`src/serial_pkg.sv`:
```
// package: register map, fields and reset values for the serial port block
package serial_pkg;
    // ----------------------------------------
    // register indices (printed offsets), byte address = 4 * index
    // ----------------------------------------
    localparam logic [7:0] IDX_DATA = 8'h31;
    localparam logic [7:0] IDX_CTRL = 8'h32;
    localparam logic [7:0] IDX_CSR = 8'h33;
    localparam logic [7:0] IDX_IRQ_STAT = 8'h34;
    localparam logic [7:0] IDX_IRQ_CLR = 8'h35;
    localparam logic [7:0] IDX_IRQ_EN = 8'h36;
    localparam int ADDR_W = 12;
    // ----------------------------------------
    // control register fields
    // ----------------------------------------
    localparam int CR_IRQ_EN = 7;
    localparam int CR_PORT_EN = 6;
    localparam int CR_DIV_EN = 5;
    localparam int CR_MASTER = 4;
    localparam int CR_CPOL = 3;
    localparam int CR_CPHA = 2;
    localparam int CR_RATE_HI = 1;
    localparam int CR_RATE_LO = 0;
    localparam logic [7:0] CR_RESET = 8'h00;
    // ----------------------------------------
    // control/status register fields
    // ----------------------------------------
    localparam int CS_DONE = 7;
    localparam int CS_WRITE_COLLISION_FLAG = 6;
    localparam int CS_OVR = 5;
    localparam int CS_MODE_FAULT_FLAG = 4;
    localparam int CS_OUT_DIS = 2;
    localparam int CS_SEL_SRC = 1;
    localparam int CS_INT_SEL = 0;
    localparam logic [7:0] CS_RESET = 8'h00;
    // interrupt status bits: 0 done, 1 overrun, 2 mode fault, 3 collision
    localparam int NUM_EV = 4;
    localparam int BITS_PER_BYTE = 8;
endpackage : serial_pkg

```
`src/serial_port_regs.sv`:
```
// serial peripheral: register file, status flags and byte shifter
module serial_port_regs #(
    parameter int DIV_HALF = 4
)
(
    // apb slave
    input wire logic pclk,
    input wire logic presetn,
    input wire logic psel,
    input wire logic penable,
    input wire logic pwrite,
    input wire logic [11:0] paddr,
    input wire logic [31:0] pwdata,
    output logic [31:0] prdata,
    output logic pready,
    output logic pslverr,
    // serial link
    input wire logic sck_in,
    output logic sck_out,
    output logic sck_oe,
    input wire logic mosi_in,
    output logic mosi_out,
    output logic mosi_oe,
    input wire logic miso_in,
    output logic miso_out,
    output logic miso_oe,
    input wire logic sel_n_in,
    // interrupt
    output logic irq
);
    // ----------------------------------------
    // bus decode
    // ----------------------------------------
    logic acc;
    logic wr;
    logic rd;
    logic hit;
    logic [7:0] idx;
    assign acc = psel && penable;
    assign wr = acc && pwrite;
    assign rd = acc && !pwrite;
    assign idx = paddr[9:2];
    assign hit = paddr[1:0] == 2'b00 && paddr[11:10] == 2'b00 &&
        (idx == serial_pkg::IDX_DATA || idx == serial_pkg::IDX_CTRL ||
         idx == serial_pkg::IDX_CSR || idx == serial_pkg::IDX_IRQ_STAT ||
         idx == serial_pkg::IDX_IRQ_CLR || idx == serial_pkg::IDX_IRQ_EN);
    assign pready = 1'b1;
    assign pslverr = acc && !hit;
    logic wr_data;
    logic wr_ctrl;
    logic wr_csr;
    logic rd_data;
    logic acc_csr;
    assign wr_data = wr && hit && idx == serial_pkg::IDX_DATA;
    assign rd_data = rd && hit && idx == serial_pkg::IDX_DATA;
    assign wr_ctrl = wr && hit && idx == serial_pkg::IDX_CTRL;
    assign wr_csr = wr && hit && idx == serial_pkg::IDX_CSR;
    assign acc_csr = acc && hit && idx == serial_pkg::IDX_CSR;

    // ----------------------------------------
    // pin synchronisers
    // ----------------------------------------
    logic [3:0] s1_r;
    logic [3:0] s2_r;
    always_ff @(posedge pclk or negedge presetn)
    begin
        if (!presetn)
        begin
            // idle pin levels: select high, clock low, so no false edge after reset
            s1_r <= 4'h8;
            s2_r <= 4'h8;
        end
        else
        begin
            s1_r <= {sel_n_in, sck_in, mosi_in, miso_in};
            s2_r <= s1_r;
        end
    end
    logic pin_sel_n;
    logic pin_sck;
    logic pin_mosi;
    logic pin_miso;
    assign {pin_sel_n, pin_sck, pin_mosi, pin_miso} = s2_r;

    // ----------------------------------------
    // control and status bits
    // ----------------------------------------
    logic [7:0] ctrl_r;
    logic done_r;
    logic write_collision_flag_r;
    logic ovr_r;
    logic mode_fault_flag_r;
    logic out_dis_r;
    logic sel_src_r;
    logic int_sel_r;
    logic done_seen_r;
    logic mode_fault_flag_seen_r;
    logic busy_r;
    logic xfer_end;
    logic master;
    logic sel_n;
    logic fault;
    assign master = ctrl_r[serial_pkg::CR_MASTER];
    assign sel_n = sel_src_r ? int_sel_r : pin_sel_n;
    assign fault = master && !sel_n;

    always_ff @(posedge pclk or negedge presetn)
    begin
        if (!presetn)
            ctrl_r <= serial_pkg::CR_RESET;
        else if (fault)
        begin
            if (wr_ctrl)
                ctrl_r <= pwdata[7:0];
            ctrl_r[serial_pkg::CR_PORT_EN] <= 1'b0;
            ctrl_r[serial_pkg::CR_MASTER] <= 1'b0;
        end
        else if (wr_ctrl)
            ctrl_r <= pwdata[7:0];
    end

    always_ff @(posedge pclk or negedge presetn)
    begin
        if (!presetn)
        begin
            out_dis_r <= 1'b0;
            sel_src_r <= 1'b0;
            int_sel_r <= 1'b0;
        end
        else if (wr_csr)
        begin
            out_dis_r <= pwdata[serial_pkg::CS_OUT_DIS];
            sel_src_r <= pwdata[serial_pkg::CS_SEL_SRC];
            int_sel_r <= pwdata[serial_pkg::CS_INT_SEL];
        end
    end

    // mode fault set wins over clear
    always_ff @(posedge pclk or negedge presetn)
    begin
        if (!presetn)
        begin
            mode_fault_flag_r <= 1'b0;
            mode_fault_flag_seen_r <= 1'b0;
        end
        else
        begin
            if (fault)
                mode_fault_flag_r <= 1'b1;
            else if (mode_fault_flag_seen_r && wr_ctrl)
                mode_fault_flag_r <= 1'b0;
            if (acc_csr && mode_fault_flag_r)
                mode_fault_flag_seen_r <= 1'b1;
            else if (wr_ctrl || !mode_fault_flag_r)
                mode_fault_flag_seen_r <= 1'b0;
        end
    end

    always_ff @(posedge pclk or negedge presetn)
    begin
        if (!presetn)
        begin
            done_r <= 1'b0;
            done_seen_r <= 1'b0;
            ovr_r <= 1'b0;
        end
        else
        begin
            if (xfer_end)
                done_r <= 1'b1;
            else if (done_seen_r && (wr_data || rd_data))
                done_r <= 1'b0;
            if (acc_csr && done_r)
                done_seen_r <= 1'b1;
            else if (wr_data || rd_data || !done_r)
                done_seen_r <= 1'b0;
            if (xfer_end && done_r)
                ovr_r <= 1'b1;
            else if (rd && hit && idx == serial_pkg::IDX_CSR)
                ovr_r <= 1'b0;
        end
    end

    always_ff @(posedge pclk or negedge presetn)
    begin
        if (!presetn)
            write_collision_flag_r <= 1'b0;
        else if (wr_data && busy_r)
            write_collision_flag_r <= 1'b1;
        else if (done_seen_r && rd_data)
            write_collision_flag_r <= 1'b0;
    end

    // ----------------------------------------
    // shifter
    // ----------------------------------------
    logic [7:0] shift_r;
    logic [7:0] rx_buf_r;
    logic [3:0] bit_cnt_r;
    logic [7:0] div_r;
    logic tick;
    logic sck_r;
    logic sck_d_r;
    logic lead;
    logic samp;
    logic load;
    logic cpol;
    logic cpha;
    assign cpol = ctrl_r[serial_pkg::CR_CPOL];
    assign cpha = ctrl_r[serial_pkg::CR_CPHA];
    // writes blocked while done is pending
    assign load = wr_data && !busy_r && !(done_r && !done_seen_r)
        && ctrl_r[serial_pkg::CR_PORT_EN];
    assign tick = div_r == 8'(DIV_HALF - 1);

    always_ff @(posedge pclk or negedge presetn)
    begin
        if (!presetn)
            div_r <= 8'h00;
        else if (!busy_r || tick)
            div_r <= 8'h00;
        else
            div_r <= div_r + 8'h01;
    end

    // master makes the clock; slave watches the synchronised pin
    always_ff @(posedge pclk or negedge presetn)
    begin
        if (!presetn)
        begin
            sck_r <= 1'b0;
            sck_d_r <= 1'b0;
        end
        else
        begin
            sck_d_r <= master ? sck_r : pin_sck;
            if (!busy_r || !master)
                sck_r <= cpol;
            else if (tick)
                sck_r <= !sck_r;
        end
    end
    logic sck_now;
    assign sck_now = master ? sck_r : pin_sck;
    assign lead = sck_now != sck_d_r && (sck_now ^ cpol);
    // sample on leading edge when cpha 0, trailing when cpha 1
    assign samp = (sck_now != sck_d_r) && ((sck_now ^ cpol) ^ cpha);
    assign xfer_end = samp && bit_cnt_r == 4'd7;
    logic [7:0] rx_next;
    assign rx_next = {shift_r[6:0], master ? pin_miso : pin_mosi};

    always_ff @(posedge pclk or negedge presetn)
    begin
        if (!presetn)
        begin
            shift_r <= 8'h00;
            rx_buf_r <= 8'h00;
            bit_cnt_r <= 4'h0;
            busy_r <= 1'b0;
        end
        else if (load)
        begin
            shift_r <= pwdata[7:0];
            bit_cnt_r <= 4'h0;
            busy_r <= master;
        end
        else if (!master && sel_n)
        begin
            bit_cnt_r <= 4'h0;
            busy_r <= 1'b0;
        end
        else if (samp)
        begin
            shift_r <= rx_next;
            bit_cnt_r <= bit_cnt_r + 4'h1;
            busy_r <= bit_cnt_r != 4'd7;
            if (bit_cnt_r == 4'd7)
            begin
                rx_buf_r <= rx_next;
                bit_cnt_r <= 4'h0;
            end
        end
        else if (lead && !master)
            busy_r <= 1'b1;
    end

    // ----------------------------------------
    // pins
    // ----------------------------------------
    logic drive;
    assign drive = ctrl_r[serial_pkg::CR_PORT_EN] && !out_dis_r;
    always_ff @(posedge pclk or negedge presetn)
    begin
        if (!presetn)
        begin
            mosi_out <= 1'b0;
            miso_out <= 1'b0;
        end
        else
        begin
            mosi_out <= shift_r[7];
            miso_out <= shift_r[7];
        end
    end
    assign mosi_oe = drive && master;
    assign miso_oe = drive && !master && !sel_n;
    assign sck_out = sck_r;
    assign sck_oe = ctrl_r[serial_pkg::CR_PORT_EN] && master;

    // ----------------------------------------
    // interrupts
    // ----------------------------------------
    logic [3:0] ist_r;
    logic [3:0] ien_r;
    logic [3:0] ev;
    assign ev = {wr_data && busy_r, fault, xfer_end && done_r, xfer_end};
    always_ff @(posedge pclk or negedge presetn)
    begin
        if (!presetn)
        begin
            ist_r <= 4'h0;
            ien_r <= 4'h0;
        end
        else
        begin
            ist_r <= (ist_r & ~((wr && hit && idx == serial_pkg::IDX_IRQ_CLR) ?
                pwdata[3:0] : 4'h0)) | ev;
            if (wr && hit && idx == serial_pkg::IDX_IRQ_EN)
                ien_r <= pwdata[3:0];
        end
    end
    assign irq = ctrl_r[serial_pkg::CR_IRQ_EN] &&
        ((done_r || ovr_r || mode_fault_flag_r) || |(ist_r & ien_r));

    // ----------------------------------------
    // read mux
    // ----------------------------------------
    always_comb
    begin
        prdata = 32'h0000_0000;
        if (rd && hit)
        begin
            unique case (idx)
                serial_pkg::IDX_DATA: prdata[7:0] = rx_buf_r;
                serial_pkg::IDX_CTRL: prdata[7:0] = ctrl_r;
                serial_pkg::IDX_CSR: prdata[7:0] = {done_r, write_collision_flag_r, ovr_r, mode_fault_flag_r,
                    1'b0, out_dis_r, sel_src_r, int_sel_r};
                serial_pkg::IDX_IRQ_STAT: prdata[3:0] = ist_r;
                serial_pkg::IDX_IRQ_EN: prdata[3:0] = ien_r;
                default: prdata = 32'h0000_0000;
            endcase
        end
    end
endmodule : serial_port_regs

```
`config.mk`:
```
export PLATFORM = sky130hd
export DESIGN_NAME = serial_port_regs
export DESIGN_NICKNAME = d
export VERILOG_FILES = /design/src/serial_pkg.sv /design/src/serial_port_regs.sv
export SDC_FILE = /design/constraint.sdc
export NUM_CORES = 1
export LEC_CHECK = 0
export BUFFER_PORTS_ARGS = -buffer_cell sky130_fd_sc_hd__buf_4
export CAP_MARGIN = 20
export CORE_UTILIZATION = 35
export CTS_BUF_LIST = sky130_fd_sc_hd__clkbuf_8
export CTS_CLUSTER_DIAMETER = 200
export DETAILED_ROUTE_END_ITERATION = 12
export GPL_ROUTABILITY_DRIVEN = 0
export SLEW_MARGIN = 25
export SYNTH_ARGS = -nofsm -noshare
export SYNTH_HDL_FRONTEND = slang
export SYNTH_SLANG_ARGS = --single-unit
```
`constraint.sdc`:
```
create_clock -name pclk -period 2 [get_ports pclk]
set_input_delay 0.1 -clock pclk [delete_from_list [all_inputs] [get_ports pclk]]
set_output_delay 0.1 -clock pclk [all_outputs]
set_load 0.03 [all_outputs]
```
Word level (Yosys, flattened, before mapping)
Cells that the tools add are included.

word-level totals
  memories = 0
  RAM bits = 0
  input bits = 53
  bits in read-only memories = 0
  output and inout port bits = 41
  latch bits = 0
  register bits = 65
  word-level logic and storage cells = 159

cells by class
  reduce and logical (&&, ||, !) cells = 80
  multipliers = 0
  bitwise logic cells = 8
  muxes and demuxes = 35
  shift operators = 0
  divide/modulo/power cells = 0
  eq/ne operators = 11
  $lt $le $gt $ge = 0
  add/sub/neg operators = 2

operators by type and width
  operator                                               count
  equality test 8 x 6 -> 1 bit, second input constant    6
  2-to-1 mux 8 bit                                       6
  logical AND 1 bit                                      40
  2-to-1 mux 1 bit                                       21
  2-to-1 mux 4 bit                                       5
  case mux 4 bit (5 select lines)                        1
  nonzero test 2 bit                                     9
  logical OR 1 bit                                       13
  case mux 4 bit (3 select lines)                        1
  zero test 1 bit                                        11
  adder 8 x 1 -> 8 bit, second input constant            1
  AND 4 bit                                              2
  equality test 8 x 2 -> 1 bit, second input constant    1
  2-to-1 mux 7 bit                                       1
  adder 4 x 1 -> 4 bit, second input constant            1
  equality test 4 x 3 -> 1 bit, second input constant    1
  zero test 2 bit                                        2
  inequality test 4 x 3 -> 1 bit, second input constant  1
  NOT 4 bit                                              1
  OR 4 bit                                               1
  AND reduction 4 bit                                    1
  nonzero test 4 bit                                     1
  OR reduction 4 bit                                     1
  nonzero test 3 bit                                     1
  other kinds (5)                                        7

Depth between registers and ports, before layout
  word-level depth = 14
  gate-level depth with buffers = 8
  mapped depth without buffers = 5

Least setup slack after synthesis
Ideal clock, no wire load.

  kind = input port to output port
  start = input paddr[1]
  end = output prdata[4]
  buffers on the path = 1
  data required time = 1.900 ns
  stages = 5
  data arrival time = 2.201 ns
  setup slack = -0.301 ns
  cells stage by stage = or4_4 -> or4_1 -> buf_6 -> or4_4 -> nor2_1

between the ends
  cells in the longest elaborated chain, start to end = 5

ends and longest elaborated chain
  what                            line                     RTL
  from (decl)                     serial_port_regs.sv:12   input wire logic [11:0] paddr,
  zero test 2 bit                 serial_port_regs.sv:43   assign hit = paddr[1:0] == 2'b00 && paddr[11:10] == 2'b00 &&
  logical AND 1 bit (2 in a row)  serial_port_regs.sv:43
  logical AND 1 bit               serial_port_regs.sv:341  if (rd && hit)
  2-to-1 mux 8 bit                serial_port_regs.sv:341
  to (decl)                       serial_port_regs.sv:14   output logic [31:0] prdata,

No other way between the ends.

Worst setup path after layout
  start = input paddr[1]
  end = output prdata[5]

Same word-level chain as after synthesis.

==> results.cfg <==
[outcome]
status = finished with violations
violations = setup timing

[critical_path]
cp.arrival_ns = 2.04
worst-setup-path-type = in -> out
crit_path_cell_trace = buf_6 -> or4_4 -> or4_4 -> or4_4 -> nor2_4 -> buf_6
required_ns = 1.90
cp-start-kind = input port
slowest_delay_ns = 0.55
cpMaxStageDelayCell = or4_4
crit_path_max_fanout = 4
endpoint_kind = output port
path_common_cell = or4_4

[job]
cap_violations = 0

[pwr]
swShare_pct = 27.2
p_sw_mw = 0.803
leakage_nw = 1.96
total_power_mw = 2.95
ir_drop_v = 0.000501
p_clk_share_pct = 36.8
power.share.sequential_pct = 50.0
p_comb_share_pct = 13.2
p_int_mw = 2.15
power_density_nw_per_um2 = 694

[clock_tree]
cts-root-buf = clkbuf_8
cts_inserted_buffers = 9
cts_tree = built
cts_buffer_depth = 2
clk_pin_slew_ns = 0.06
clk_latency_ns = 0.34
clock-sinks = 65
cts.htree.levels = 3

[synth]
synth-seq-cells = 65
postSynthCellCount = 318
synth_edf_count = 0
synthFlopType = dfrtp_1
synth_top_area_share_pct = 46.1
synth_cell_types = 50
synth_area_um2 = 3420
yosysSeqAreaShare_pct = 47.6
synth_top_cell_by_area = dfrtp_1
ys_async_sr_fraction_pct = 100
avgSynthCellArea_um2 = 10.8
yosys-top-cells-area = dfrtp_1 (46%), mux2_2 (9.5%), buf_4 (5.9%), mux2i_1 (4.7%), nand2_1 (2.9%)
yosys_warnings = 0

[final_layout]
n_antenna_cell = 0
drive_above_1_share_pct = 33.8
area_growth_pct = 24.3
nFillCells = 907
layout.nets = 438

[floorplan]
start_util_pct = 36.5
dieArea_um2 = 10200
die_w_um = 101
rows = 35
ios = 94
core-area_um2 = 9370
die_h_um = 101

[route]
finalWirelength_um = 7680
drtAntennaViolNets = 0
avgRoutedWirePerCell_um = 14.9
first_iter_violations = 110
drt_first_pass_iters = 4
avgViaCountPerCell = 4.86
vias = 2512
route.detailed.drc = 0

[grt]
gr-total-overflow = 0
first_global_vias = 2384
grt_max_degree = 66
grt_use_total_pct = 16.2
grt_pass1_wl_um = 12300
antenna_found_initial = 0

[timing]
setup_viol = 6
finalCritPeriodShare_pct = 107
timing.slew.headroom_pct = 44.5
rsz0062_at_grt = yes
worst_pin_slew_ns = 0.833
fin_ws_ns = -0.140
final-hold-violation-count = 0
fmax_ghz = 0.467
whs_ns = 0.0168
drv_slew = 0
min_period_ns = 2.14
finalClockSkew_ns = 0.0132

[placed_design]
hpwl_um = 5490
portBuffers = 44

[worst_hold_path]
hold_class = in -> reg
layer usage:
| metal | routed length [µm] | track usage (%) |
|---|---|---|
| met3 | 408 | 3.12 |
| met5 | 0 | 0 |
| met4 | 112 | 6.02 |
| met2 | 3400 | 24.7 |
| met1 | 3760 | 22.8 |
cell type report:
type / count / area [µm²] / area share, %
Multi-Input combinational cell: 233 / 1670 / 39.3
Sequential cell: 65 / 1630 / 38.3
Timing Repair Buffer: 71 / 586 / 13.8
Tap cell: 129 / 161 / 3.80
Clock buffer: 10 / 138 / 3.24
Clock inverter: 6 / 53.8 / 1.27
Inverter: 3 / 11.3 / 0.265
logic make-up (layout without fill, tap and decap cells):
logic type | Yosys count | in the layout | share of synthesized area (%)
XOR/XNOR | 10 | 10 | 2.56
AND/OR/NAND/NOR | 101 | 101 | 16.6
multiplexers | 45 | 45 | 14.2
AO/OA/AOI/OAI | 50 | 50 | 9.73
other | 2 | 25 | 0.220
adder cells (fa/ha/maj) | 2 | 2 | 0.731
flip-flops | 65 | 65 | 47.6
buffers and inverters | 43 | 90 | 8.27
synthesized netlist by cell type, drive strengths merged, types with 3 or more instances:
cell,number
nand2b,4
o22a,3
or2,3
a21o,4
nand3b,3
nand2,26
mux2,29
a21oi,10
mux2i,16
xor2,6
nor2,23
a31oi,4
a22oi,10
o21ai,12
and3,4
or4,4
nand3,10
clkbuf,6
nor4,3
nor3,4
and2,5
xnor2,4
inv,3
dfrtp,63
buf,34
cells in the final DEF, fill, tap and decap left out, types with 5 or more instances in the layout:
cell	synthesis	final
clkbuf_8	0	10
inv_1	3	6
nand3_1	10	10
a21oi_1	9	9
a22oi_1	10	10
dlygate4sd3_1	0	7
conb_1	2	25
nand2_1	26	25
xor2_1	6	6
and2_1	5	5
dfrtp_1	63	62
nor2_1	23	15
buf_4	27	53
buf_6	2	10
mux2_2	29	25
mux2i_1	16	15
o21ai_0	12	12
worst max-delay path, delay by kind of cell:
kind          cells  cell delay (ns)
buf+inv           2             0.22
simple gates      4             1.71
flip-flops by register name, summed over array words and instances (netlist names), 4 cells and up:
signal,count
bit_cnt_r,4
s1_r,4
div_r,8
shift_r,8
rx_buf_r,8
s2_r,4
ctrl_r,8
ist_r,4
ien_r,4
power groups by stage:
stage	registers, mW	logic [mW]	clock network (mW)
2_1_floorplan	1.49	0.271	0
3_3_place_gp	1.50	0.373	0
3_5_place_dp	1.50	0.380	0
4_1_cts	1.48	0.393	1.11
5_1_grt	1.49	0.428	1.18
6_report	1.48	0.390	1.09
per-stage QoR:
stage               instance area, µm²  util (%)  instances  worst slack [ns]  TNS (ns)
CTS                               4220      45.1        515            -0.152    -0.563
detailed placement                3920      41.8        490            -0.261     -5.71
global route                      4250      45.4        517            -0.192     -1.09
finish                            4250      45.4        517            -0.140    -0.514
global placement                  3920      41.8        490            -0.244     -5.32
floorplan                         3580         -        341            -0.125     -1.13
repair_timing:
| item | 4_1_cts | 5_1_grt |
|---|---|---|
| buffers inserted | 2 | 1 |
| gates cloned | 0 | 1 |
| endpoints found under the setup margin | 8 | 23 |
| endpoints found under the hold margin | 69 | 0 |
| hold buffers | 7 | 0 |
| gates resized for setup | 8 | 4 |
| pin swaps | 7 | 4 |
path summary, 6_finish.rpt:
kind	startpoint	endpoint	slack [ns]	cells past startpoint
setup / recovery	paddr[1]	prdata[5]	-0.14	6
hold / removal	pwdata[6]	shift_r[6]	0.02	3
setup reg to reg	ctrl_r[2]	rx_buf_r[4]	0.11	5
hold reg to reg	s1_r[2]	s2_r[2]	0.35	0
max in group asynchronous	presetn	sck_out	0.99	2
min in group asynchronous	presetn	div_r[5]	0.39	2
(Power assumes the default switching activity.)
